==> src/verilog/aio_defines.vh <==
// shared constants for the analog value coding block
`ifndef AIO_DEFINES_VH
`define AIO_DEFINES_VH
// register offsets
`define AIO_OFF_OCFG0 8'h00
`define AIO_OFF_OCFG1 8'h01
`define AIO_OFF_OCFG2 8'h02
`define AIO_OFF_OCFG3 8'h03
`define AIO_OFF_OUT0 8'h04
`define AIO_OFF_OUT1 8'h05
`define AIO_OFF_OUT2 8'h06
`define AIO_OFF_OUT3 8'h07
`define AIO_OFF_IMODE 8'h08
`define AIO_OFF_STATUS 8'h09
`define AIO_OFF_MASK 8'h0A
`define AIO_OFF_DIN 8'h0B
`define AIO_OFF_ERRNUM 8'h0C
`define AIO_OFF_MODEACT 8'h0D
`define AIO_OFF_IN_BASE 8'h10
// output mode codes
`define AIO_OMODE_V10 8'h00
`define AIO_OMODE_I020 8'h02
`define AIO_OMODE_I420 8'h03
// input mode codes, 3 bits per channel
`define AIO_IMODE_OFF 3'h0
`define AIO_IMODE_RTD400 3'h1
`define AIO_IMODE_RTD70 3'h2
`define AIO_IMODE_RTD400_3W 3'h3
`define AIO_IMODE_RTD70_3W 3'h4
`define AIO_IMODE_DIN 3'h5
// numeric codes
`define AIO_VAL_OVF 16'h7FFF
`define AIO_VAL_UNF 16'h8001
`define AIO_VAL_LO 16'hFC02
`define AIO_VAL_HI400 16'h1FFE
`define AIO_VAL_HI70 16'h0599
`define AIO_FS_POS 16'h7FF8
`define AIO_FS_NEG 16'h8008
`define AIO_ERR_CLASS 4'h4
`define AIO_ERR_OPEN_SHORT 8'h09
// drop product at the bottom of both ranges, calibration point with a plain default
`define AIO_RTD_BASE 16'h0400
// width of each temperature range in codes
`define AIO_RTD_SPAN400 32'h000023FC
`define AIO_RTD_SPAN70 32'h00000997
// digital input filter time
`define AIO_DIN_FILT_NS 7000000
`define AIO_CLK_NS 5
`endif

==> src/verilog/aio_lin_rom.v <==
// sensor linearization table, registered read
`timescale 1ns/1ps
module aio_lin_rom
#(
  parameter AW = 6
)
(
  input wire sys_clk,
  input wire [AW-1:0] addr,
  output reg [15:0] data
);
  // piecewise breakpoints: counts per segment slightly reduced toward top (curve bends down)
  always @(posedge sys_clk)
  begin
    data <= 16'h0040 - {10'h000, addr[AW-1:AW-6] >> 3};
  end
endmodule // aio_lin_rom

==> src/verilog/aio_value_coding.v <==
// analog value coding for sensor inputs and converter outputs
//
// Summary of operation
// - rtd maps range linearly to fixed codes
// - sensor curve linearized inside the block
// - over range +32767, under range -32767
// - open sensor +32767, shorted sensor -32767
// - fault lights overload, logs class four error nine
// - one current sink multiplexed over eight channels
// - 3-wire result stored in odd word
// - digital input high above about seven volts
// - digital input filter fixed at 7 ms
// - output mode from low config byte
// - high config byte ignored
// - new output mode applies at next start
// - converter takes 12 of 16 bits
// - voltage mode proportional, signed
// - current modes unsigned, 4 mA offset option
`timescale 1ns/1ps
`include "aio_defines.vh"
module aio_value_coding
#(
  parameter NCH = 8,
  parameter RES_W = 16,
  parameter FILT_CYC = `AIO_DIN_FILT_NS / `AIO_CLK_NS
)
(
  input wire sys_clk,
  input wire srst,
  input wire warm_start,
  input wire [7:0] reg_addr,
  input wire [15:0] reg_wdata,
  input wire reg_wr,
  input wire reg_rd,
  output reg [15:0] reg_rdata,
  input wire [RES_W-1:0] adc_drop,
  input wire adc_valid,
  input wire adc_open,
  input wire adc_short,
  input wire [NCH-1:0] din_above_7v,
  output reg [2:0] sink_sel,
  output reg adc_start,
  output reg ovl_led,
  output reg err_log,
  output reg [3:0] err_class,
  output reg [7:0] err_num,
  output reg [47:0] dac_code,
  output reg [3:0] dac_cur_mode,
  output reg [3:0] dac_offset_4ma,
  output wire irq
);
  localparam [31:0] FILT_W = FILT_CYC;
  localparam [23:0] FILT = FILT_W[23:0];
  // state machine, one-hot
  localparam [3:0] ST_START = 4'b0001;
  localparam [3:0] ST_WAIT = 4'b0010;
  localparam [3:0] ST_LIN = 4'b0100;
  localparam [3:0] ST_STORE = 4'b1000;
  reg [15:0] ocfg_reg [0:3];
  reg [1:0] omode_reg [0:3];
  reg [15:0] out_reg [0:3];
  reg [23:0] imode_reg;
  reg [15:0] in_reg [0:NCH-1];
  reg [1:0] status_reg;
  reg [1:0] mask_reg;
  reg [NCH-1:0] fault_reg;
  reg [3:0] state_reg;
  reg [15:0] first_drop_reg;
  reg [15:0] raw_reg;
  reg [15:0] res_reg;
  reg [1:0] res_kind_reg;
  reg [NCH-1:0] din_s1_reg;
  reg [NCH-1:0] din_s2_reg;
  reg [NCH-1:0] din_reg;
  reg [23:0] filt_cnt_reg [0:NCH-1];
  reg open_s1_reg;
  reg open_s2_reg;
  reg short_s1_reg;
  reg short_s2_reg;
  reg valid_s1_reg;
  reg valid_s2_reg;
  reg [15:0] drop_s1_reg;
  reg [15:0] drop_s2_reg;
  wire [15:0] lin_slope;
  integer i;

  // mode of one input channel
  function [2:0] imode_of;
    input [23:0] m;
    input [2:0] ch;
    begin
      imode_of = m[ch*3 +: 3];
    end
  endfunction

  // output word to 12-bit converter code
  function [11:0] dac_conv;
    input [15:0] v;
    input [1:0] mode;
    reg [15:0] c;
    begin
      c = v;
      if (mode == `AIO_OMODE_V10)
      begin
        if ($signed(v) > $signed(`AIO_FS_POS)) c = `AIO_FS_POS;
        if ($signed(v) < $signed(`AIO_FS_NEG)) c = `AIO_FS_NEG;
        dac_conv = c[15:4] + 12'h800;
      end
      else
      begin
        if (v[15]) c = 16'h0000;
        else if (v > `AIO_FS_POS) c = `AIO_FS_POS;
        dac_conv = c[14:3];
      end
    end
  endfunction

  assign irq = |(status_reg & mask_reg);

  // pin synchronisers
  always @(posedge sys_clk)
  begin
    din_s1_reg <= din_above_7v;
    din_s2_reg <= din_s1_reg;
    open_s1_reg <= adc_open;
    open_s2_reg <= open_s1_reg;
    short_s1_reg <= adc_short;
    short_s2_reg <= short_s1_reg;
    valid_s1_reg <= adc_valid;
    valid_s2_reg <= valid_s1_reg;
    drop_s1_reg <= adc_drop;
    drop_s2_reg <= drop_s1_reg;
  end

  // digital input filter per channel
  always @(posedge sys_clk)
  begin
    for (i = 0; i < NCH; i = i + 1)
    begin
      if (srst)
      begin
        din_reg[i] <= 1'b0;
        filt_cnt_reg[i] <= 24'h000000;
      end
      else if (din_s2_reg[i] == din_reg[i])
        filt_cnt_reg[i] <= 24'h000000;
      else if (filt_cnt_reg[i] >= FILT - 24'h000001)
      begin
        din_reg[i] <= din_s2_reg[i];
        filt_cnt_reg[i] <= 24'h000000;
      end
      else
        filt_cnt_reg[i] <= filt_cnt_reg[i] + 24'h000001;
    end
  end

  aio_lin_rom #(.AW(6)) u_rom
  (
    .sys_clk(sys_clk),
    .addr(raw_reg[12:7]),
    .data(lin_slope)
  );

  // sink multiplex and conversion sequencer
  always @(posedge sys_clk)
  begin
    if (srst)
    begin
      state_reg <= ST_START;
      sink_sel <= 3'h0;
      adc_start <= 1'b0;
      raw_reg <= 16'h0000;
      res_reg <= 16'h0000;
      res_kind_reg <= 2'h0;
      first_drop_reg <= 16'h0000;
      fault_reg <= {NCH{1'b0}};
      for (i = 0; i < NCH; i = i + 1)
        in_reg[i] <= 16'h0000;
    end
    else
    begin
      adc_start <= 1'b0;
      case (state_reg)
        ST_START:
        begin
          adc_start <= 1'b1;
          state_reg <= ST_WAIT;
        end
        ST_WAIT:
        begin
          if (valid_s2_reg)
          begin
            raw_reg <= drop_s2_reg;
            res_kind_reg <= open_s2_reg ? 2'h1 : (short_s2_reg ? 2'h2 : 2'h0);
            state_reg <= ST_LIN;
          end
        end
        ST_LIN:
        begin
          // odd drop minus twice the even drop removes lead resistance in 3-wire pairs
          if (sink_sel[0] && (imode_of(imode_reg, sink_sel) == `AIO_IMODE_RTD400_3W ||
              imode_of(imode_reg, sink_sel) == `AIO_IMODE_RTD70_3W))
            res_reg <= raw_reg - first_drop_reg - first_drop_reg;
          else
            res_reg <= raw_reg;
          state_reg <= ST_STORE;
        end
        ST_STORE:
        begin
          first_drop_reg <= raw_reg;
          fault_reg[sink_sel] <= (res_kind_reg != 2'h0) && imode_of(imode_reg, sink_sel) >= `AIO_IMODE_RTD400 &&
            imode_of(imode_reg, sink_sel) <= `AIO_IMODE_RTD70_3W;
          case (imode_of(imode_reg, sink_sel))
            `AIO_IMODE_RTD400, `AIO_IMODE_RTD70, `AIO_IMODE_RTD400_3W, `AIO_IMODE_RTD70_3W:
            begin
              if (imode_of(imode_reg, sink_sel) >= `AIO_IMODE_RTD400_3W && !sink_sel[0])
                in_reg[sink_sel] <= in_reg[sink_sel]; // even half only feeds odd word
              else if (res_kind_reg == 2'h1)
                in_reg[sink_sel] <= `AIO_VAL_OVF;
              else if (res_kind_reg == 2'h2)
                in_reg[sink_sel] <= `AIO_VAL_UNF;
              else
                in_reg[sink_sel] <= rtd_code(res_reg, lin_slope,
                  imode_of(imode_reg, sink_sel) == `AIO_IMODE_RTD70 ||
                  imode_of(imode_reg, sink_sel) == `AIO_IMODE_RTD70_3W);
            end
            `AIO_IMODE_DIN: in_reg[sink_sel] <= {15'h0000, din_reg[sink_sel]};
            default: in_reg[sink_sel] <= 16'h0000;
          endcase
          sink_sel <= sink_sel + 3'h1;
          state_reg <= ST_START;
        end
        default: state_reg <= ST_START;
      endcase
    end
  end

  // resistance drop to temperature code
  function [15:0] rtd_code;
    input [15:0] drop;
    input [15:0] slope;
    input narrow;
    reg [31:0] t;
    begin
      t = ({16'h0000, drop} * {16'h0000, slope}) >> 6;
      if (t < {16'h0000, `AIO_RTD_BASE})
        rtd_code = `AIO_VAL_UNF;
      else if (t - {16'h0000, `AIO_RTD_BASE} > (narrow ? `AIO_RTD_SPAN70 : `AIO_RTD_SPAN400))
        rtd_code = `AIO_VAL_OVF;
      else
        rtd_code = t[15:0] - `AIO_RTD_BASE + `AIO_VAL_LO;
    end
  endfunction

  // fault indication and error log
  always @(posedge sys_clk)
  begin
    if (srst)
    begin
      ovl_led <= 1'b0;
      err_log <= 1'b0;
      err_class <= 4'h0;
      err_num <= 8'h00;
    end
    else
    begin
      ovl_led <= |fault_reg;
      err_log <= (|fault_reg) && !ovl_led;
      if ((|fault_reg) && !ovl_led)
      begin
        err_class <= `AIO_ERR_CLASS;
        err_num <= `AIO_ERR_OPEN_SHORT;
      end
    end
  end

  // register writes, output modes latched at start
  always @(posedge sys_clk)
  begin
    if (srst)
    begin
      imode_reg <= 24'h000000;
      mask_reg <= 2'h0;
      for (i = 0; i < 4; i = i + 1)
      begin
        ocfg_reg[i] <= 16'h0000;
        omode_reg[i] <= 2'h0;
        out_reg[i] <= 16'h0000;
      end
    end
    else
    begin
      if (warm_start)
        for (i = 0; i < 4; i = i + 1)
          omode_reg[i] <= ocfg_reg[i][1:0];
      if (reg_wr)
      begin
        if (reg_addr <= `AIO_OFF_OCFG3)
          ocfg_reg[reg_addr[1:0]] <= reg_wdata;
        else if (reg_addr <= `AIO_OFF_OUT3)
          out_reg[reg_addr[1:0]] <= reg_wdata;
        else if (reg_addr == `AIO_OFF_IMODE)
          imode_reg[15:0] <= reg_wdata;
        else if (reg_addr == `AIO_OFF_MODEACT)
          imode_reg[23:16] <= reg_wdata[7:0];
        else if (reg_addr == `AIO_OFF_MASK)
          mask_reg <= reg_wdata[1:0];
      end
    end
  end

  // sticky status: bit0 fault, bit1 new error; set wins over read clear
  always @(posedge sys_clk)
  begin
    if (srst)
      status_reg <= 2'h0;
    else
      status_reg <= ((reg_rd && reg_addr == `AIO_OFF_STATUS) ? 2'h0 : status_reg) |
                    {err_log, |fault_reg & !ovl_led};
  end

  // register reads
  always @(posedge sys_clk)
  begin
    if (srst)
      reg_rdata <= 16'h0000;
    else if (reg_rd)
    begin
      if (reg_addr <= `AIO_OFF_OCFG3)
        reg_rdata <= ocfg_reg[reg_addr[1:0]];
      else if (reg_addr <= `AIO_OFF_OUT3)
        reg_rdata <= out_reg[reg_addr[1:0]];
      else if (reg_addr == `AIO_OFF_IMODE)
        reg_rdata <= imode_reg[15:0];
      else if (reg_addr == `AIO_OFF_STATUS)
        reg_rdata <= {14'h0000, status_reg};
      else if (reg_addr == `AIO_OFF_MASK)
        reg_rdata <= {14'h0000, mask_reg};
      else if (reg_addr == `AIO_OFF_DIN)
        reg_rdata <= {{(16-NCH){1'b0}}, din_reg};
      else if (reg_addr == `AIO_OFF_ERRNUM)
        reg_rdata <= {4'h0, err_class, err_num};
      else if (reg_addr == `AIO_OFF_MODEACT)
        reg_rdata <= {omode_reg[3], omode_reg[2], omode_reg[1], omode_reg[0], imode_reg[23:16]};
      else if (reg_addr >= `AIO_OFF_IN_BASE && reg_addr < `AIO_OFF_IN_BASE + NCH)
        reg_rdata <= in_reg[reg_addr[2:0]];
      else
        reg_rdata <= 16'h0000;
    end
  end

  // converter codes per output channel
  always @(posedge sys_clk)
  begin
    if (srst)
    begin
      dac_code <= 48'h000000000000;
      dac_cur_mode <= 4'h0;
      dac_offset_4ma <= 4'h0;
    end
    else
      for (i = 0; i < 4; i = i + 1)
      begin
        dac_code[i*12 +: 12] <= dac_conv(out_reg[i], omode_reg[i]);
        dac_cur_mode[i] <= omode_reg[i][1];
        dac_offset_4ma[i] <= (omode_reg[i] == `AIO_OMODE_I420);
      end
  end
endmodule // aio_value_coding

==> config.mk <==
export PLATFORM = sky130hd
export DESIGN_NAME = aio_value_coding
export DESIGN_NICKNAME = d
export VERILOG_FILES = /design/src/verilog/aio_lin_rom.v /design/src/verilog/aio_value_coding.v
export VERILOG_INCLUDE_DIRS = /design/src /design/src/verilog
export SDC_FILE = /design/constraint.sdc
export NUM_CORES = 1
export LEC_CHECK = 0
export ABC_AREA = 1
export ABC_CLOCK_PERIOD_IN_PS = 9100
export BUFFER_PORTS_ARGS = -buffer_cell sky130_fd_sc_hd__buf_2
export CORE_UTILIZATION = 63
export DETAILED_ROUTE_END_ITERATION = 16
export GPL_TIMING_DRIVEN = 0
export PLACE_DENSITY = 0.79
export SLEW_MARGIN = 10
export SYNTH_ARGS = -nofsm -noshare
export SYNTH_HDL_FRONTEND = slang
export SYNTH_HIERARCHICAL = 1
export SYNTH_SLANG_ARGS = --single-unit
==> constraint.sdc <==
create_clock -name sys_clk -period 9.1 [get_ports sys_clk]
set_input_delay 1.82 -clock sys_clk [delete_from_list [all_inputs] [get_ports sys_clk]]
set_output_delay 1.82 -clock sys_clk [all_outputs]
set_load 0.005 [all_outputs]
==> impl_metrics.toml, run 1 <==
[global_route]
gr-usage-met3_pct = 9.72
overflow = 0
grt_usage_pct = 33.7
grt_pass1_vias = 33092
grtUsageMet1_pct = 44.0
grt_pass1_wl_um = 173000
grt_max_degree = 17
gr-usage-met2_pct = 52.5
antenna_found_initial = 8
top_usage_layer = "met2"

[clocking]
cts.clk_slew.worst_paths_ns = 0.06
cts_tree = "done"
cts_num_sinks = 692
clockBufferDepth = 3
cts_resized = 0
cts-root-buf = "clkbuf_16"
h-tree-depth = 3
cts_setup_buffers = 0
clk-insertion-delay-late_ns = 0.62
cts_buffers = 71
cts_hold_buf = 0

[synth]
synth_mux_area_share_pct = 0
async_flop_share_pct = 0
syn_area_um2 = 40800
yosysWarnings = 6
synth-edff-count = 456
yosys.area_share.simple_pct = 20.8
yosysUniqueCellTypes = 62
seq_area_frac_synth_pct = 45.2
synth-compound-area-share_pct = 9.43
synthXorXnorAreaFrac_pct = 1.63
yosys.area.top_type = "edfxtp_1"
syn-mean-instance-area_um2 = 8.77
ys_ff_latch = 692
synth.top_cells.by_area = "edfxtp_1 (34%), dfxtp_1 (12%), fa_1 (9.5%)"
postSynthCellCount = 4648
synth_top_family_by_area = "simple AND/OR/NAND/NOR gates"
synth-adder-area-share_pct = 13.8
synth_ff_type = "edfxtp_1"
yosysTopAreaCellShare_pct = 33.6

[floorplanning]
core_um2 = 63500
ios = 147
die_area_um2 = 65700
initial_utilization_pct = 64.2
rows = 92
die_w_um = 256
die_y_um = 256

[sta]
relSlewSlack_pct = 7.18
fin_setup_tns_ns = 0
setup_viol = 0
fin_skew_ns = 0.0301
finalHoldViolCount = 0
whs_ns = 0.327
rsz0062_at_grt = "false"
tightest_slew_ns = 1.39
fmax_mhz = 118
fin_crit_ns = 8.48
finalMaxSlewViolations = 0
finalCritPeriodShare_pct = 93.2

[routing]
via_count = 33622
avgViaCountPerCell = 5.61
drc = 0
firstDrtPassIters = 10
ant_nets = 0
avgRoutedWirePerCell_um = 18.3
first_iter_violations = 3862
drt-total-wl_um = 110000

[run]
drv_cap = 0

[setup_path]
arrival_ns = 8.84
max_stage_delay_ns = 0.62
path_max_fanout = 10
required_ns = 9.45
start_kind = "flop"
cp_common_cell = "fa_1"
cpMaxStageDelayCell = "clkbuf_1"
crit_family = "adder cells"
path_class = "reg2reg"
cp.buffers_inverters = 4
end_kind = "flop"

[finish]
n_fill_cell = 4853
instances_no_fill = 5992
drive_above_1_share_pct = 8.81
syn_to_final_growth_pct = 12.2
stdcell_area_um2 = 45700
final_util_pct = 72.0
multi_input_area_um2 = 19500
most-common-layout-cells = "nand2_1 (922), inv_1 (713), edfxtp_1 (456)"
largest_reg_flops = 192
nNetsFinal = 5480
final_common_cell = "nand2_1"
regArea_um2 = 18400

[placed_design]
dpl.cell_count = 5862
dp_hpwl_um = 80400
placed_area_um2 = 43400
port_buffers = 136
gp_congestion = 1.06

[power_and_ir_drop]
p_per_area_nw_per_um2 = 155
p_leak_uw = 0.0207
ir_worst_vdd_v = 0.000158

[run_status]
outcome = "completed"

[worst_hold_path]
hold_path_class = "reg2reg"
-- worst reg2reg max path: cells and delay by family (launching register included) --
family | cells | cell delay (ns)
AOI/OAI and AO/OA | 2 | 0.50
DFF | 1 | 0.31
buffers and inverters | 4 | 1.23
adders and majority gates | 8 | 3.86
xor gates and xnor gates | 1 | 0.09
and+or+nand+nor | 18 | 2.26
-- metrics by stage --
| stage | power [uW] | worst slack, ns |
|---|---|---|
| after detailed placement | 4170 | 0.766 |
| after global placement | 4150 | 0.873 |
| after CTS | 7090 | 0.696 |
| after global routing | 7300 | 0.138 |
| final | 7100 | 0.615 |
| after floorplan | 3960 | 2.03 |
-- cell type report --
cell class	instances	area share, %
diodes	2	0.0109
plain buffers	214	2.07
clock buffers	97	4.35
clock inverters	31	0.779
inverters	740	6.07
multi-input cells	3233	42.6
flip-flops and latches	692	40.3
well taps	846	2.31
repair buffers	137	1.52
-- layer usage --
layer,up-vias,part of all wire (%)
met5,-,0.21
met4,16,4.3
met3,361,12
met2,1770,44
met1,15693,39
li1,15782,-
-- Yosys cell counts, types with 6 or more instances --
master / n
a211oi_1: 6
a21oi_1: 286
a221oi_1: 10
a22o_1: 8
a22oi_1: 31
a31oi_1: 14
buf_1: 11
buf_2: 7
buf_4: 32
clkbuf_1: 162
clkinv_1: 15
dfxtp_1: 236
edfxtp_1: 456
fa_1: 193
ha_1: 142
inv_1: 713
inv_2: 12
nand2_1: 922
nand2_2: 29
nand2_4: 13
nand3_1: 122
nand3_2: 9
nand3b_1: 9
nand4_1: 58
nor2_1: 445
nor2_2: 85
nor2_4: 7
nor3_1: 129
nor3b_1: 51
nor4_1: 20
o2111ai_1: 11
o211ai_1: 11
o21ai_0: 189
o22ai_1: 62
o31ai_1: 9
xnor2_1: 23
xor2_1: 49
-- worst paths after layout --
path / start / endpoint / slack (ns) / cells after the start
worst max-delay path: res_reg[11] / in_reg[4][9] / 0.62 / 33
worst min register to register: din_s1_reg[2] / din_s2_reg[2] / 0.33 / 0
worst min-delay path: din_s1_reg[2] / din_s2_reg[2] / 0.33 / 0
worst max register to register: res_reg[11] / in_reg[4][9] / 0.62 / 33
-- logic make-up after synthesis --
logic type	Yosys count
buf+inv	954
simple gates	1915
xor+xnor	74
compound gates	675
fa+ha+maj	335
flops	692
other cells	3
-- where the power goes --
group | internal [uW] | switching [uW] | total, uW
Combinational | 163 | 400 | 563
Sequential | 3490 | 88.1 | 3580
Clock | 1720 | 1240 | 2960
Total | 5370 | 1730 | 7100
No activity file was read; power rests on OpenSTA's default activity.
==> inputs of run 2 (changes only) <==
- CORE_UTILIZATION: 63 -> 62
- PLACE_DENSITY: 0.79 -> 0.76
- SYNTH_HIERARCHICAL: 1 -> not set
==> run 2 against run 1 <==
  * Global-route usage is 2.3 points lower
  * Via count down 14%
  * Sequential power is essentially flat
  * Non-clock buffer count decreased by 62
  * Worst setup slack gained 0.82 ns
  * Utilization fell by 0.63 points
  * Power shrank 2.4%
  * Flip-flop and latch count stayed put
  * Area after synthesis decreased by 13%
  * Cell area fell by 12%
  * Largest cell class is now registers
==> impl_metrics.toml, run 2 <==
[synth]
yosys.area_share.simple_pct = 20.0
synth.top_cells.by_area = "edfxtp_1 (38%), dfxtp_1 (13%), nand2_1 (7.3%)"
yosysMostFrequentCell = "nand2_1"
synth_common_cells = "nand2_1 (696), inv_1 (510), nor2_1 (510)"
syn_area_um2 = 35600
synth_top_family_by_area = "simple AND/OR/NAND/NOR gates"
seq_area_frac_synth_pct = 51.8
synthXorXnorAreaFrac_pct = 1.89
synth_mux_area_share_pct = 0
synth-adder-area-share_pct = 8.03
syn-mean-instance-area_um2 = 8.98
yosysUniqueCellTypes = 65
synth-edff-count = 456
async_flop_share_pct = 0
synth-compound-area-share_pct = 10.6
synth_ff_type = "edfxtp_1"
yosys.area.top_type = "edfxtp_1"
ys_ff_latch = 692
yosysTopAreaCellShare_pct = 38.5
postSynthCellCount = 3961
yosysWarnings = 0

[setup_path]
max_stage_delay_ns = 0.53
cpMaxStageDelayCell = "fa_1"
path_class = "reg2reg"
cp_common_cell = "nand2_1"
path_max_fanout = 10
required_ns = 9.45
end_kind = "flop"
arrival_ns = 8.02
start_kind = "flop"

[sta]
finalCritPeriodShare_pct = 84.2
rsz0062_at_grt = "false"
fin_skew_ns = 0.0222
relSlewSlack_pct = 12.3
tightest_slew_ns = 1.32
setup_viol = 0
fin_setup_tns_ns = 0
fin_crit_ns = 7.67
finalMaxSlewViolations = 0
fmax_mhz = 130
finalHoldViolCount = 0

[floorplanning]
initial_utilization_pct = 63.0
die_w_um = 242
die_area_um2 = 58300
ios = 147
die_y_um = 242
core_um2 = 56500
rows = 87

[placed_design]
placed_area_um2 = 38100
port_buffers = 136
dp_hpwl_um = 67200
dpl.cell_count = 5078
gp_congestion = 0.988

[finish]
diodes = 0
most-common-layout-cells = "nand2_1 (696), inv_1 (510), nor2_1 (510)"
nNetsFinal = 4639
instances_no_fill = 5211
stdcell_area_um2 = 40300
syn_to_final_growth_pct = 13.3
drive_above_1_share_pct = 7.68
largest_reg_flops = 192
final_common_cell = "nand2_1"

[power_and_ir_drop]
p_leak_uw = 0.0176
p_int_uw = 5230
switching_share_pct = 24.6
ir_worst_vdd_v = 0.000167
combPwrFrac_pct = 7.6
power_switching_uw = 1700
power_frac_clock_pct = 40.6
seqPwrFrac_pct = 51.8
p_per_area_nw_per_um2 = 172

[clocking]
clk-insertion-delay-late_ns = 0.63
clockBufferDepth = 3
cts_resized = 0
cts_num_sinks = 692
cts-root-buf = "clkbuf_16"
cts_setup_buffers = 0
h-tree-depth = 3
cts_buffers = 72
cts.clk_slew.worst_paths_ns = 0.06
cts_tree = "done"
cts_hold_buf = 0

[global_route]
gr-usage-met2_pct = 50.9
overflow = 0
grt_pass1_wl_um = 143000
antenna_found_initial = 3
grt_max_degree = 17
grt_pass1_vias = 27583
top_usage_layer = "met2"
grtUsageMet1_pct = 40.7
gr-usage-met3_pct = 7.25
grt_usage_pct = 31.3

[routing]
firstDrtPassIters = 10
first_iter_violations = 2590
ant_nets = 0
avgViaCountPerCell = 5.57
drt-total-wl_um = 91800
drc = 0
avgRoutedWirePerCell_um = 17.6
via_count = 29031

[run]
drv_cap = 0

[run_status]
outcome = "completed"

[worst_hold_path]
hold_path_class = "reg2reg"
[run 2: logic make-up (layout without fill, tap and decap cells)]
family / count (synthesis) / count (layout)
and+or+nand+nor: 1649 / 1649
other: 2 / 225
DFF: 692 / 692
xor gates and xnor gates: 76 / 76
AOI/OAI and AO/OA: 670 / 670
adders and majority gates: 187 / 187
buffers and inverters: 685 / 956
[run 2: final cells by class]
cell class	instances	area, um2
Clock buffer	106	2040
Sequential cell	692	18400
Inverter	534	2000
Tap cell	756	946
Buffer	151	724
Multi-Input combinational cell	2807	15300
Fill cell	4398	16200
Clock inverter	27	203
Timing Repair Buffer	138	711
[run 2: final timing paths]
path	from	end	slack (ns)	cells past startpoint
setup / recovery	u_rom.data[2]	in_reg[0][5]	1.43	37
hold / removal	din_s1_reg[0]	din_s2_reg[0]	0.33	0
setup reg to reg	u_rom.data[2]	in_reg[0][5]	1.43	37
hold reg to reg	din_s1_reg[0]	din_s2_reg[0]	0.33	0
[run 2: layer usage]
layer,part of all wire [%],wire length [um]
met1,39,35800
met2,46,42400
met3,11,10000
met4,3.8,3490
met5,0.028,26
[run 2: stage by stage]
step                hold slack, ns  worst slack (ns)  total power [uW]  utilization, %
floorplan                    0.310              2.58              3950               -
global placement             0.310              1.61              4140            67.3
detailed placement           0.312              1.51              4160            67.4
CTS                          0.326              1.46              6930            71.4
global route                 0.329             0.969              7130            71.4
finish                       0.326              1.43              6930            71.4
[run 2: power groups by stage]
stage	combinational (uW)	clock, uW	sequential [uW]
floorplan	329	0	3620
global placement	498	0	3640
detailed placement	508	0	3650
CTS	512	2840	3580
global route	578	2950	3600
finish	527	2810	3590
[run 2: worst max-delay path, delay by kind of cell, from the launching register on]
family,cells,cell delay [ns]
compound gates,3,0.68
fa+ha+maj,9,3.23
buf+inv,8,1.19
flops,1,0.30
simple gates,17,1.99
